==> src/hw/cnc_pkg.sv <==
// Purpose: constants and types of the node configuration and indicator block
// Assumes: 250 MHz clock, synchronous active-high reset
// Notes: register offsets are word indices on the plain register port
package cnc_pkg;
   localparam int unsigned CLK_MHZ = 250;
   localparam int unsigned PHASE_MS = 200;
   localparam int unsigned PHASE_CYC = PHASE_MS * 1000 * CLK_MHZ;
   localparam int unsigned PERIOD_PHASES = 5;
   localparam logic [2:0] ADDR_CTRL = 3'h0;
   localparam logic [2:0] ADDR_STATUS = 3'h1;
   localparam logic [2:0] ADDR_IRQ_STAT = 3'h2;
   localparam logic [2:0] ADDR_IRQ_MASK = 3'h3;
   localparam logic [2:0] ADDR_INPUTS = 3'h4;
   localparam logic [2:0] ADDR_POLARITY = 3'h5;
   localparam logic [2:0] ADDR_PAIR = 3'h6;
   localparam logic [3:0] IRQ_BITS = 4'h4;
   localparam logic [6:0] NODE_MAX = 7'h63;
   localparam logic [3:0] RATE_PAIR_BIT = 4'h8;

   typedef enum logic [1:0] {
      CNC_NMT_INIT = 2'b00,
      CNC_NMT_PREOP = 2'b01,
      CNC_NMT_OPER = 2'b10,
      CNC_NMT_STOP = 2'b11
   } cnc_nmt_e;

   typedef enum logic [1:0] {
      CNC_LED_OFF = 2'b00,
      CNC_LED_SINGLE = 2'b01,
      CNC_LED_DOUBLE = 2'b10,
      CNC_LED_BLINK = 2'b11
   } cnc_pat_e;

   typedef struct packed {
      logic [6:0] node_id;
      logic node_valid;
      logic fw_update;
      logic pair_mode;
      logic [2:0] rate_code;
      logic [9:0] rate_kbps;
   } cnc_cfg_s;

   typedef struct packed {
      logic fault_err;
      logic guard_fail;
      logic bus_off;
   } cnc_err_s;
endpackage

==> src/hw/cnc_switch_decode.sv <==
// Purpose: decode the rotary switches into node configuration
// Assumes: switch levels steady and synchronous to the clock
// Notes: output registered, one cycle behind the switches
`timescale 1ns/10ps
module cnc_switch_decode (
   input wire logic i_clk,
   input wire logic i_srst,
   input wire logic [3:0] i_sw_tens,
   input wire logic [3:0] i_sw_units,
   input wire logic [3:0] i_sw_rate,
   output cnc_pkg::cnc_cfg_s o_cfg
);
   cnc_pkg::cnc_cfg_s cfg_reg;
   cnc_pkg::cnc_cfg_s cfg_next;
   logic [6:0] id;

   always_comb begin
      // digits above nine are clamped so the id never exceeds 99
      id = 7'((i_sw_tens > 4'h9 ? 4'h9 : i_sw_tens) * 4'ha) + 7'(i_sw_units > 4'h9 ? 4'h9 : i_sw_units);
      cfg_next = cfg_reg;
      cfg_next.node_id = id;
      cfg_next.fw_update = (id == 7'h00);
      cfg_next.node_valid = (id != 7'h00) && (id <= cnc_pkg::NODE_MAX);
      cfg_next.pair_mode = (i_sw_rate >= cnc_pkg::RATE_PAIR_BIT);
      cfg_next.rate_code = i_sw_rate[2:0];
      case (i_sw_rate[2:0])
         3'h0: cfg_next.rate_kbps = 10'h00a;
         3'h1: cfg_next.rate_kbps = 10'h014;
         3'h2: cfg_next.rate_kbps = 10'h032;
         3'h3: cfg_next.rate_kbps = 10'h07d;
         3'h4: cfg_next.rate_kbps = 10'h0fa;
         3'h5: cfg_next.rate_kbps = 10'h1f4;
         3'h6: cfg_next.rate_kbps = 10'h320;
         default: cfg_next.rate_kbps = 10'h3e8;
      endcase
   end

   always_ff @(posedge i_clk) begin
      if (i_srst) begin
         cfg_reg <= '0;
      end else begin
         cfg_reg <= cfg_next;
      end
   end

   assign o_cfg = cfg_reg;
endmodule

==> src/hw/cnc_led_pattern.sv <==
// Purpose: flash pattern generator shared by run and error indicators
// Assumes: i_phase_tick pulses once per 200 ms phase
// Notes: ten phase slots make two 1 s periods for single and double flash
`timescale 1ns/10ps
module cnc_led_pattern (
   input wire logic i_clk,
   input wire logic i_srst,
   input wire logic i_phase_tick,
   input wire logic [3:0] i_slot,
   input cnc_pkg::cnc_pat_e i_pat,
   input wire logic i_solid,
   output logic o_led
);
   logic led_reg;
   logic led_next;

   always_comb begin
      led_next = 1'b0;
      if (i_solid) begin
         led_next = 1'b1;
      end else begin
         case (i_pat)
            cnc_pkg::CNC_LED_OFF: led_next = 1'b0;
            cnc_pkg::CNC_LED_BLINK: led_next = ~i_slot[0];
            cnc_pkg::CNC_LED_SINGLE: led_next = (i_slot == 4'h0);
            cnc_pkg::CNC_LED_DOUBLE: led_next = (i_slot == 4'h0) || (i_slot == 4'h2);
            default: led_next = 1'b0;
         endcase
      end
   end

   always_ff @(posedge i_clk) begin
      if (i_srst) begin
         led_reg <= 1'b0;
      end else begin
         led_reg <= led_next;
      end
   end

   assign o_led = led_reg;
endmodule

==> src/hw/cnc_node.sv <==
// Purpose: top of the node configuration, state and indicator logic
// Assumes: nmt commands and error events arrive as one-cycle pulses from the protocol core
// Notes: registers on a plain port, read data one cycle after the read strobe
//
// Chosen here: the register offsets and the address-and-strobe port.
`timescale 1ns/10ps
module cnc_node #(
   parameter int unsigned CHANNELS = 16,
   parameter int unsigned PHASE_CYCLES = cnc_pkg::PHASE_CYC
) (
   input wire logic i_clk,
   input wire logic i_srst,
   input wire logic [3:0] i_sw_tens,
   input wire logic [3:0] i_sw_units,
   input wire logic [3:0] i_sw_rate,
   input wire logic [CHANNELS-1:0] i_sensed_input_channel,
   input wire logic i_term_enable,
   input wire logic i_nmt_start,
   input wire logic i_nmt_stop,
   input wire logic i_nmt_preop,
   input wire logic i_nmt_reset,
   input wire logic i_ev_can_error,
   input wire logic i_ev_guard_fail,
   input wire logic i_bus_off,
   input wire logic [2:0] i_addr,
   input wire logic [31:0] i_wdata,
   input wire logic i_wr,
   input wire logic i_rd,
   output logic [31:0] o_rdata,
   output logic o_irq,
   output logic [6:0] o_node_id,
   output logic [9:0] o_rate_kbps,
   output logic o_pair_mode,
   output logic o_fw_update,
   output logic [6:0] o_pair_partner_id,
   output logic [CHANNELS-1:0] o_pair_out,
   output logic [CHANNELS-1:0] o_input_value,
   output logic [1:0] o_nmt_state,
   output logic o_run_led,
   output logic o_err_led,
   output logic o_term_led,
   output logic o_supply_indicator,
   output logic [CHANNELS-1:0] o_input_led
);
   cnc_pkg::cnc_cfg_s cfg;
   cnc_pkg::cnc_nmt_e nmt_reg;
   cnc_pkg::cnc_nmt_e nmt_next;
   cnc_pkg::cnc_err_s err_reg;
   cnc_pkg::cnc_err_s err_next;
   cnc_pkg::cnc_pat_e run_pat;
   cnc_pkg::cnc_pat_e err_pat;
   logic [31:0] phase_cnt_reg;
   logic [31:0] phase_cnt_next;
   logic [3:0] slot_reg;
   logic [3:0] slot_next;
   logic tick;
   logic [CHANNELS-1:0] pol_reg;
   logic [CHANNELS-1:0] pol_next;
   logic [CHANNELS-1:0] in_reg;
   logic [CHANNELS-1:0] in_next;
   logic [CHANNELS-1:0] pair_reg;
   logic [CHANNELS-1:0] pair_next;
   logic [6:0] partner_reg;
   logic [6:0] partner_next;
   // interrupt bits: 0 state change, 1 bus error, 2 guard fail, 3 bus off onset
   logic [3:0] ist_reg;
   logic [3:0] ist_next;
   logic [3:0] imask_reg;
   logic [3:0] imask_next;
   logic [3:0] ev;
   logic [31:0] rdata_reg;
   logic [31:0] rdata_next;
   logic err_clr_reg;
   logic err_clr_next;

   ////////////////////////////////////////////////////////////////////////////
   cnc_switch_decode u_dec (
      .i_clk(i_clk),
      .i_srst(i_srst),
      .i_sw_tens(i_sw_tens),
      .i_sw_units(i_sw_units),
      .i_sw_rate(i_sw_rate),
      .o_cfg(cfg)
   );

   ////////////////////////////////////////////////////////////////////////////
   // nmt state; firmware update mode holds the node in init
   // a reset command sends the node back through init, so pair mode restarts by itself
   always_comb begin
      nmt_next = nmt_reg;
      if (cfg.fw_update || !cfg.node_valid || i_nmt_reset) begin
         nmt_next = cnc_pkg::CNC_NMT_INIT;
      end else begin
         case (nmt_reg)
            cnc_pkg::CNC_NMT_INIT: begin
               nmt_next = cfg.pair_mode ? cnc_pkg::CNC_NMT_OPER : cnc_pkg::CNC_NMT_PREOP;
            end
            cnc_pkg::CNC_NMT_PREOP,
            cnc_pkg::CNC_NMT_OPER,
            cnc_pkg::CNC_NMT_STOP: begin
               if (i_nmt_start) begin
                  nmt_next = cnc_pkg::CNC_NMT_OPER;
               end else if (i_nmt_stop) begin
                  nmt_next = cnc_pkg::CNC_NMT_STOP;
               end else if (i_nmt_preop) begin
                  nmt_next = cnc_pkg::CNC_NMT_PREOP;
               end else if (cfg.pair_mode && nmt_reg == cnc_pkg::CNC_NMT_PREOP) begin
                  nmt_next = cnc_pkg::CNC_NMT_OPER;
               end
            end
            default: nmt_next = cnc_pkg::CNC_NMT_INIT;
         endcase
      end
   end

   always_ff @(posedge i_clk) begin
      if (i_srst) begin
         nmt_reg <= cnc_pkg::CNC_NMT_INIT;
      end else begin
         nmt_reg <= nmt_next;
      end
   end

   ////////////////////////////////////////////////////////////////////////////
   // error indication; sticky flags clear on control write, new events win
   always_comb begin
      err_next = err_reg;
      if (err_clr_reg) begin
         err_next.fault_err = 1'b0;
         err_next.guard_fail = 1'b0;
      end
      if (i_ev_can_error) begin
         err_next.fault_err = 1'b1;
      end
      if (i_ev_guard_fail) begin
         err_next.guard_fail = 1'b1;
      end
      err_next.bus_off = i_bus_off;
   end

   always_ff @(posedge i_clk) begin
      if (i_srst) begin
         err_reg <= '0;
      end else begin
         err_reg <= err_next;
      end
   end

   ////////////////////////////////////////////////////////////////////////////
   // phase timer: ten 200 ms slots, two 1 s periods
   // one shared timer keeps the run and error flashes in step
   always_comb begin
      tick = (phase_cnt_reg == 32'(PHASE_CYCLES - 1));
      phase_cnt_next = tick ? 32'h0 : phase_cnt_reg + 32'h1;
      slot_next = slot_reg;
      if (tick) begin
         slot_next = (slot_reg == 4'(2 * cnc_pkg::PERIOD_PHASES - 1)) ? 4'h0 : slot_reg + 4'h1;
      end
   end

   always_ff @(posedge i_clk) begin
      if (i_srst) begin
         phase_cnt_reg <= 32'h0;
         slot_reg <= 4'h0;
      end else begin
         phase_cnt_reg <= phase_cnt_next;
         slot_reg <= slot_next;
      end
   end

   always_comb begin
      case (nmt_reg)
         cnc_pkg::CNC_NMT_STOP: run_pat = cnc_pkg::CNC_LED_SINGLE;
         cnc_pkg::CNC_NMT_PREOP: run_pat = cnc_pkg::CNC_LED_BLINK;
         default: run_pat = cnc_pkg::CNC_LED_OFF;
      endcase
      // guarding failure outranks a plain error
      if (err_reg.guard_fail) begin
         err_pat = cnc_pkg::CNC_LED_DOUBLE;
      end else if (err_reg.fault_err) begin
         err_pat = cnc_pkg::CNC_LED_SINGLE;
      end else begin
         err_pat = cnc_pkg::CNC_LED_OFF;
      end
   end

   cnc_led_pattern u_run (
      .i_clk(i_clk),
      .i_srst(i_srst),
      .i_phase_tick(tick),
      .i_slot(slot_reg),
      .i_pat(run_pat),
      .i_solid(nmt_reg == cnc_pkg::CNC_NMT_OPER),
      .o_led(o_run_led)
   );

   cnc_led_pattern u_err (
      .i_clk(i_clk),
      .i_srst(i_srst),
      .i_phase_tick(tick),
      .i_slot(slot_reg),
      .i_pat(err_pat),
      .i_solid(err_reg.bus_off),
      .o_led(o_err_led)
   );

   ////////////////////////////////////////////////////////////////////////////
   // inputs, polarity and pair outputs
   always_comb begin
      in_next = i_sensed_input_channel;
      partner_next = 7'h00;
      if (cfg.node_valid) begin
         // odd id pairs upward, even id pairs downward
         // id 99 has no upper mate, so it reports none
         partner_next = cfg.node_id[0] ? ((cfg.node_id == cnc_pkg::NODE_MAX) ? 7'h00 : cfg.node_id + 7'h01)
                                       : cfg.node_id - 7'h01;
      end
   end

   for (genvar g = 0; g < CHANNELS; g++) begin : g_ch
      // pair drive uses the raw level so the output follows the contact
      assign pair_next[g] = cfg.pair_mode && (nmt_reg == cnc_pkg::CNC_NMT_OPER) && in_reg[g];
   end

   always_ff @(posedge i_clk) begin
      if (i_srst) begin
         in_reg <= '0;
         pair_reg <= '0;
         partner_reg <= 7'h00;
      end else begin
         in_reg <= in_next;
         pair_reg <= pair_next;
         partner_reg <= partner_next;
      end
   end

   ////////////////////////////////////////////////////////////////////////////
   // register port and interrupts
   always_comb begin
      // bus off is a level; only its onset raises an interrupt
      ev = {i_bus_off & ~err_reg.bus_off, i_ev_guard_fail, i_ev_can_error, nmt_next != nmt_reg};
      pol_next = pol_reg;
      imask_next = imask_reg;
      ist_next = ist_reg;
      err_clr_next = 1'b0;
      rdata_next = 32'h0;
      if (i_wr) begin
         case (i_addr)
            cnc_pkg::ADDR_CTRL: err_clr_next = i_wdata[0];
            cnc_pkg::ADDR_IRQ_STAT: ist_next = ist_reg & ~i_wdata[3:0];
            cnc_pkg::ADDR_IRQ_MASK: imask_next = i_wdata[3:0];
            cnc_pkg::ADDR_POLARITY: pol_next = i_wdata[CHANNELS-1:0];
            default: ;
         endcase
      end
      // events merge after the clear, so one landing with a clear is kept
      ist_next = ist_next | ev;
      // unmapped words read as zero and the port never stalls
      if (i_rd) begin
         case (i_addr)
            cnc_pkg::ADDR_STATUS: rdata_next = {8'h0, cfg.rate_kbps, cfg.node_id, cfg.fw_update,
                                                cfg.pair_mode, err_reg, nmt_reg};
            cnc_pkg::ADDR_IRQ_STAT: rdata_next = {28'h0, ist_reg};
            cnc_pkg::ADDR_IRQ_MASK: rdata_next = {28'h0, imask_reg};
            cnc_pkg::ADDR_INPUTS: rdata_next = 32'(in_reg ^ pol_reg);
            cnc_pkg::ADDR_POLARITY: rdata_next = 32'(pol_reg);
            cnc_pkg::ADDR_PAIR: rdata_next = {25'h0, partner_reg};
            default: rdata_next = 32'h0;
         endcase
      end
   end

   always_ff @(posedge i_clk) begin
      if (i_srst) begin
         pol_reg <= '0;
         imask_reg <= 4'h0;
         ist_reg <= 4'h0;
         err_clr_reg <= 1'b0;
         rdata_reg <= 32'h0;
      end else begin
         pol_reg <= pol_next;
         imask_reg <= imask_next;
         ist_reg <= ist_next;
         err_clr_reg <= err_clr_next;
         rdata_reg <= rdata_next;
      end
   end

   ////////////////////////////////////////////////////////////////////////////
   assign o_rdata = rdata_reg;
   assign o_irq = |(ist_reg & imask_reg);
   assign o_node_id = cfg.node_id;
   assign o_rate_kbps = cfg.rate_kbps;
   assign o_pair_mode = cfg.pair_mode;
   assign o_fw_update = cfg.fw_update;
   assign o_pair_partner_id = partner_reg;
   assign o_pair_out = pair_reg;
   assign o_input_value = in_reg ^ pol_reg;
   assign o_nmt_state = nmt_reg;
   assign o_term_led = i_term_enable;
   // supply indicator is lit whenever the logic is powered
   assign o_supply_indicator = 1'b1;
   // input leds skip the polarity register on purpose
   assign o_input_led = in_reg;
endmodule

==> config.mk <==
export PLATFORM = sky130hd
export DESIGN_NAME = cnc_node
export DESIGN_NICKNAME = d
export VERILOG_FILES = /design/src/hw/cnc_pkg.sv /design/src/hw/cnc_switch_decode.sv /design/src/hw/cnc_led_pattern.sv /design/src/hw/cnc_node.sv
export SDC_FILE = /design/constraint.sdc
export NUM_CORES = 1
export LEC_CHECK = 0
export ABC_AREA = 1
export BUFFER_PORTS_ARGS = -buffer_cell sky130_fd_sc_hd__buf_2
export CORE_MARGIN = 8
export CORE_UTILIZATION = 40
export DETAILED_ROUTE_END_ITERATION = 8
export SYNTH_ARGS = -nofsm -noshare
export SYNTH_HDL_FRONTEND = slang
export SYNTH_SLANG_ARGS = --single-unit
==> constraint.sdc <==
create_clock -name i_clk -period 2.9 [get_ports i_clk]
set_clock_uncertainty 0.15 [all_clocks]
set_input_delay 0.145 -clock i_clk [delete_from_list [all_inputs] [get_ports i_clk]]
set_output_delay 0.145 -clock i_clk [all_outputs]
set_load 0.1 [all_outputs]
==> results.sh <==
export IMPL_status="finished clean"
export IMPL_min_from="i_sw_units[1]"
export IMPL_final_period_utilization=0.753
export IMPL_htreeDepth=4
export IMPL_portBuffers=160
export IMPL_wl_per_cell_um=14.6
export IMPL_startpoint_type="register"
export IMPL_power_frac_comb=0.204
export IMPL_cts_sinks=151
export IMPL_dp_hpwl_um=14500
export IMPL_ys_seq_area_frac=0.433
export IMPL_path_class="reg -> reg"
export IMPL_antenna_found_initial=3
export IMPL_power_frac_clock=0.392
export IMPL_final_util=0.523
export IMPL_min_path_type="in -> reg"
export IMPL_drive_above_1_share=0.232
export IMPL_syn_mean_instance_area_um2=7.69
export IMPL_r2r_start="phase_cnt_reg[0]"
export IMPL_nets=1191
export IMPL_p_switching_uw=1910
export IMPL_first_pass_iters=7
export IMPL_cts_root_buf="clkbuf_16"
export IMPL_die_w_um=148
export IMPL_cts_tree="built"
export IMPL_synth_edff_count=0
export IMPL_drv_cap=0
export IMPL_drcViolationCount=0
export IMPL_die_area_um2=22000
export IMPL_area_delta_synth_final_pct=28.5
export IMPL_pwr_density_cell_nw_per_um2=611
export IMPL_cp_required_ps=3050
export IMPL_synth_seq_cells=151
export IMPL_wirelength_um=19600
export IMPL_min_to="u_dec.o_cfg[16]"
export IMPL_synth_distinct_cells=44
export IMPL_ys_warn_count=0
export IMPL_timing_rr_end="phase_cnt_reg[10]"
export IMPL_preCtsSetupSlack_ps=341
export IMPL_grt_max_degree=57
export IMPL_fmax_ghz=0.458
export IMPL_clk_pin_slew_worst_paths_ps=60
export IMPL_initial_core_util=0.407
export IMPL_end_kind="register"
export IMPL_viasPerCell=4.74
export IMPL_drt_iter0_drc=265
export IMPL_setup_viol=0
export IMPL_cts_buffer_depth=2
export IMPL_worst_pin_slew_ps=627
export IMPL_seqCellArea_um2=3020
export IMPL_layout_commonest_cell="buf_2"
export IMPL_routabilityCongestion=0.913
export IMPL_coreArea_um2=17200
export IMPL_fp_row_count=48
export IMPL_grt_pass1_wl_um=31700
export IMPL_insertion_delay_ps=430
export IMPL_vias=6344
export IMPL_rr_worst_depth=8
export IMPL_seq_power_share=0.405
export IMPL_cts_setup_buffers=0
export IMPL_cts_buffers=17
export IMPL_pin_count=188
export IMPL_internal_power_uw=3580
export IMPL_hold_violations=0
export IMPL_async_flop_share=0
export IMPL_rsz0062_at_grt="no"
export IMPL_sw_frac_of_total=0.347
export IMPL_ant_nets=0
export IMPL_diodes=0
export IMPL_peakVddDrop_v=0.000436
export IMPL_maxSlewViolCount=0
export IMPL_slew_limit_headroom=0.579
export IMPL_syn_area_um2=6990
export IMPL_largest_reg_flops=32
export IMPL_grt_pass1_vias=6166
export IMPL_die_h_um=148
export IMPL_worst_ep_arrival_time_ps=2330
export IMPL_post_route_min_period_ps=2180
export IMPL_fillCellCount=1728
export IMPL_fin_ws_ps=716
export IMPL_synth_flop_cell="dfxtp_1"
export IMPL_rrSetupSlack_ps=720
export IMPL_synth_cells=909
export IMPL_hold_depth=5
export IMPL_grt_usage=0.182
export IMPL_gr_total_overflow=0
export IMPL_layout_common_cells="buf_2, dfxtp_1, nand2_1"
export IMPL_multi_input_area_um2=3290
export IMPL_finalSetupTns_ps=0
export IMPL_leakage_uw=0.00393
export IMPL_crit_fanout=30
## area by class of cell
cell class,count,area share
clock buffers,20,0.0520
multi-input cells,592,0.366
inverters,122,0.0510
well taps,225,0.0313
clock inverters,12,0.0120
flip-flops and latches,151,0.337
repair buffers,217,0.151
## critical path: stages, from the launching register on
cell and delay [ps]:
dfxtp_1 420, ha_1 280, nand2_1 90, inv_2 90, nand2_4 90, nor3_4 380, nand2_4 120, nand2_4 330
nor2_1 80
## metrics by stage
stage | cell area (um^2) | std cells | power [uW] | hold slack (ps)
finish | 8980 | 1339 | 5490 | 15.7
detailed placement | 7890 | 1255 | 3340 | 141
floorplan | 7130 | 916 | 3170 | 90.9
CTS | 8980 | 1339 | 5550 | 7.48
global placement | 7890 | 1255 | 3340 | 141
global route | 8980 | 1339 | 5710 | 44.9
## what timing repair did
action,in CTS,in global routing
hold endpoints to repair,57,0
resized for setup,0,0
endpoints found under the setup margin,0,0
hold buffers,52,0
## power groups by stage
stage | sequential, uW | combinational, uW | clock (uW)
2_1_floorplan | 2460 | 710 | 0
4_1_cts | 2220 | 1120 | 2200
3_3_place_gp | 2270 | 1070 | 0
5_1_grt | 2230 | 1190 | 2290
3_5_place_dp | 2270 | 1070 | 0
6_report | 2220 | 1120 | 2150
## metal layers
metal	vias to the layer above	GRT usage	part of all wire
met5	-	0	0.0017
met4	6	0.0760	0.017
met3	25	0.0717	0.082
met2	161	0.305	0.49
met1	2902	0.203	0.41
li1	3250	-	-
## worst max-delay path by stage
stage | start | endpoint | slack, ps | cells after the start
4_1_cts | phase_cnt_reg[0] | phase_cnt_reg[10] | 670 | 8
6_report | phase_cnt_reg[0] | phase_cnt_reg[10] | 720 | 8
5_1_grt | i_sw_tens[2] | u_dec.o_cfg[14] | 500 | 14
3_5_place_dp | i_sw_tens[2] | u_dec.o_cfg[14] | 340 | 14
3_3_place_gp | i_sw_tens[2] | u_dec.o_cfg[15] | 400 | 14
2_1_floorplan | imask_reg[1] | o_irq | 140 | 2
## kinds of logic after synthesis
group,count (synthesis),share of synthesized area
compound gates,141,0.112
xor+xnor,38,0.0476
fa+ha+maj,15,0.0290
buf+inv,173,0.117
flops,151,0.433
other cells,2,0.00107
simple gates,389,0.260
## cells in the mapped netlist (8+ instances only)
library cell	instances	area share
nor3_1	18	0.013
ha_1	13	0.023
nand4_1	17	0.015
o21ai_0	39	0.028
dfxtp_1	151	0.43
nand2_1	145	0.078
o22ai_1	13	0.012
clkbuf_1	10	0.0054
inv_1	111	0.060
nor2_1	130	0.070
buf_4	30	0.032
xor2_1	30	0.038
nor2_2	8	0.0072
a21oi_1	66	0.047
nand3_1	31	0.022
xnor2_1	8	0.010
inv_2	9	0.0048
No activity file was read; power rests on OpenSTA's default activity.
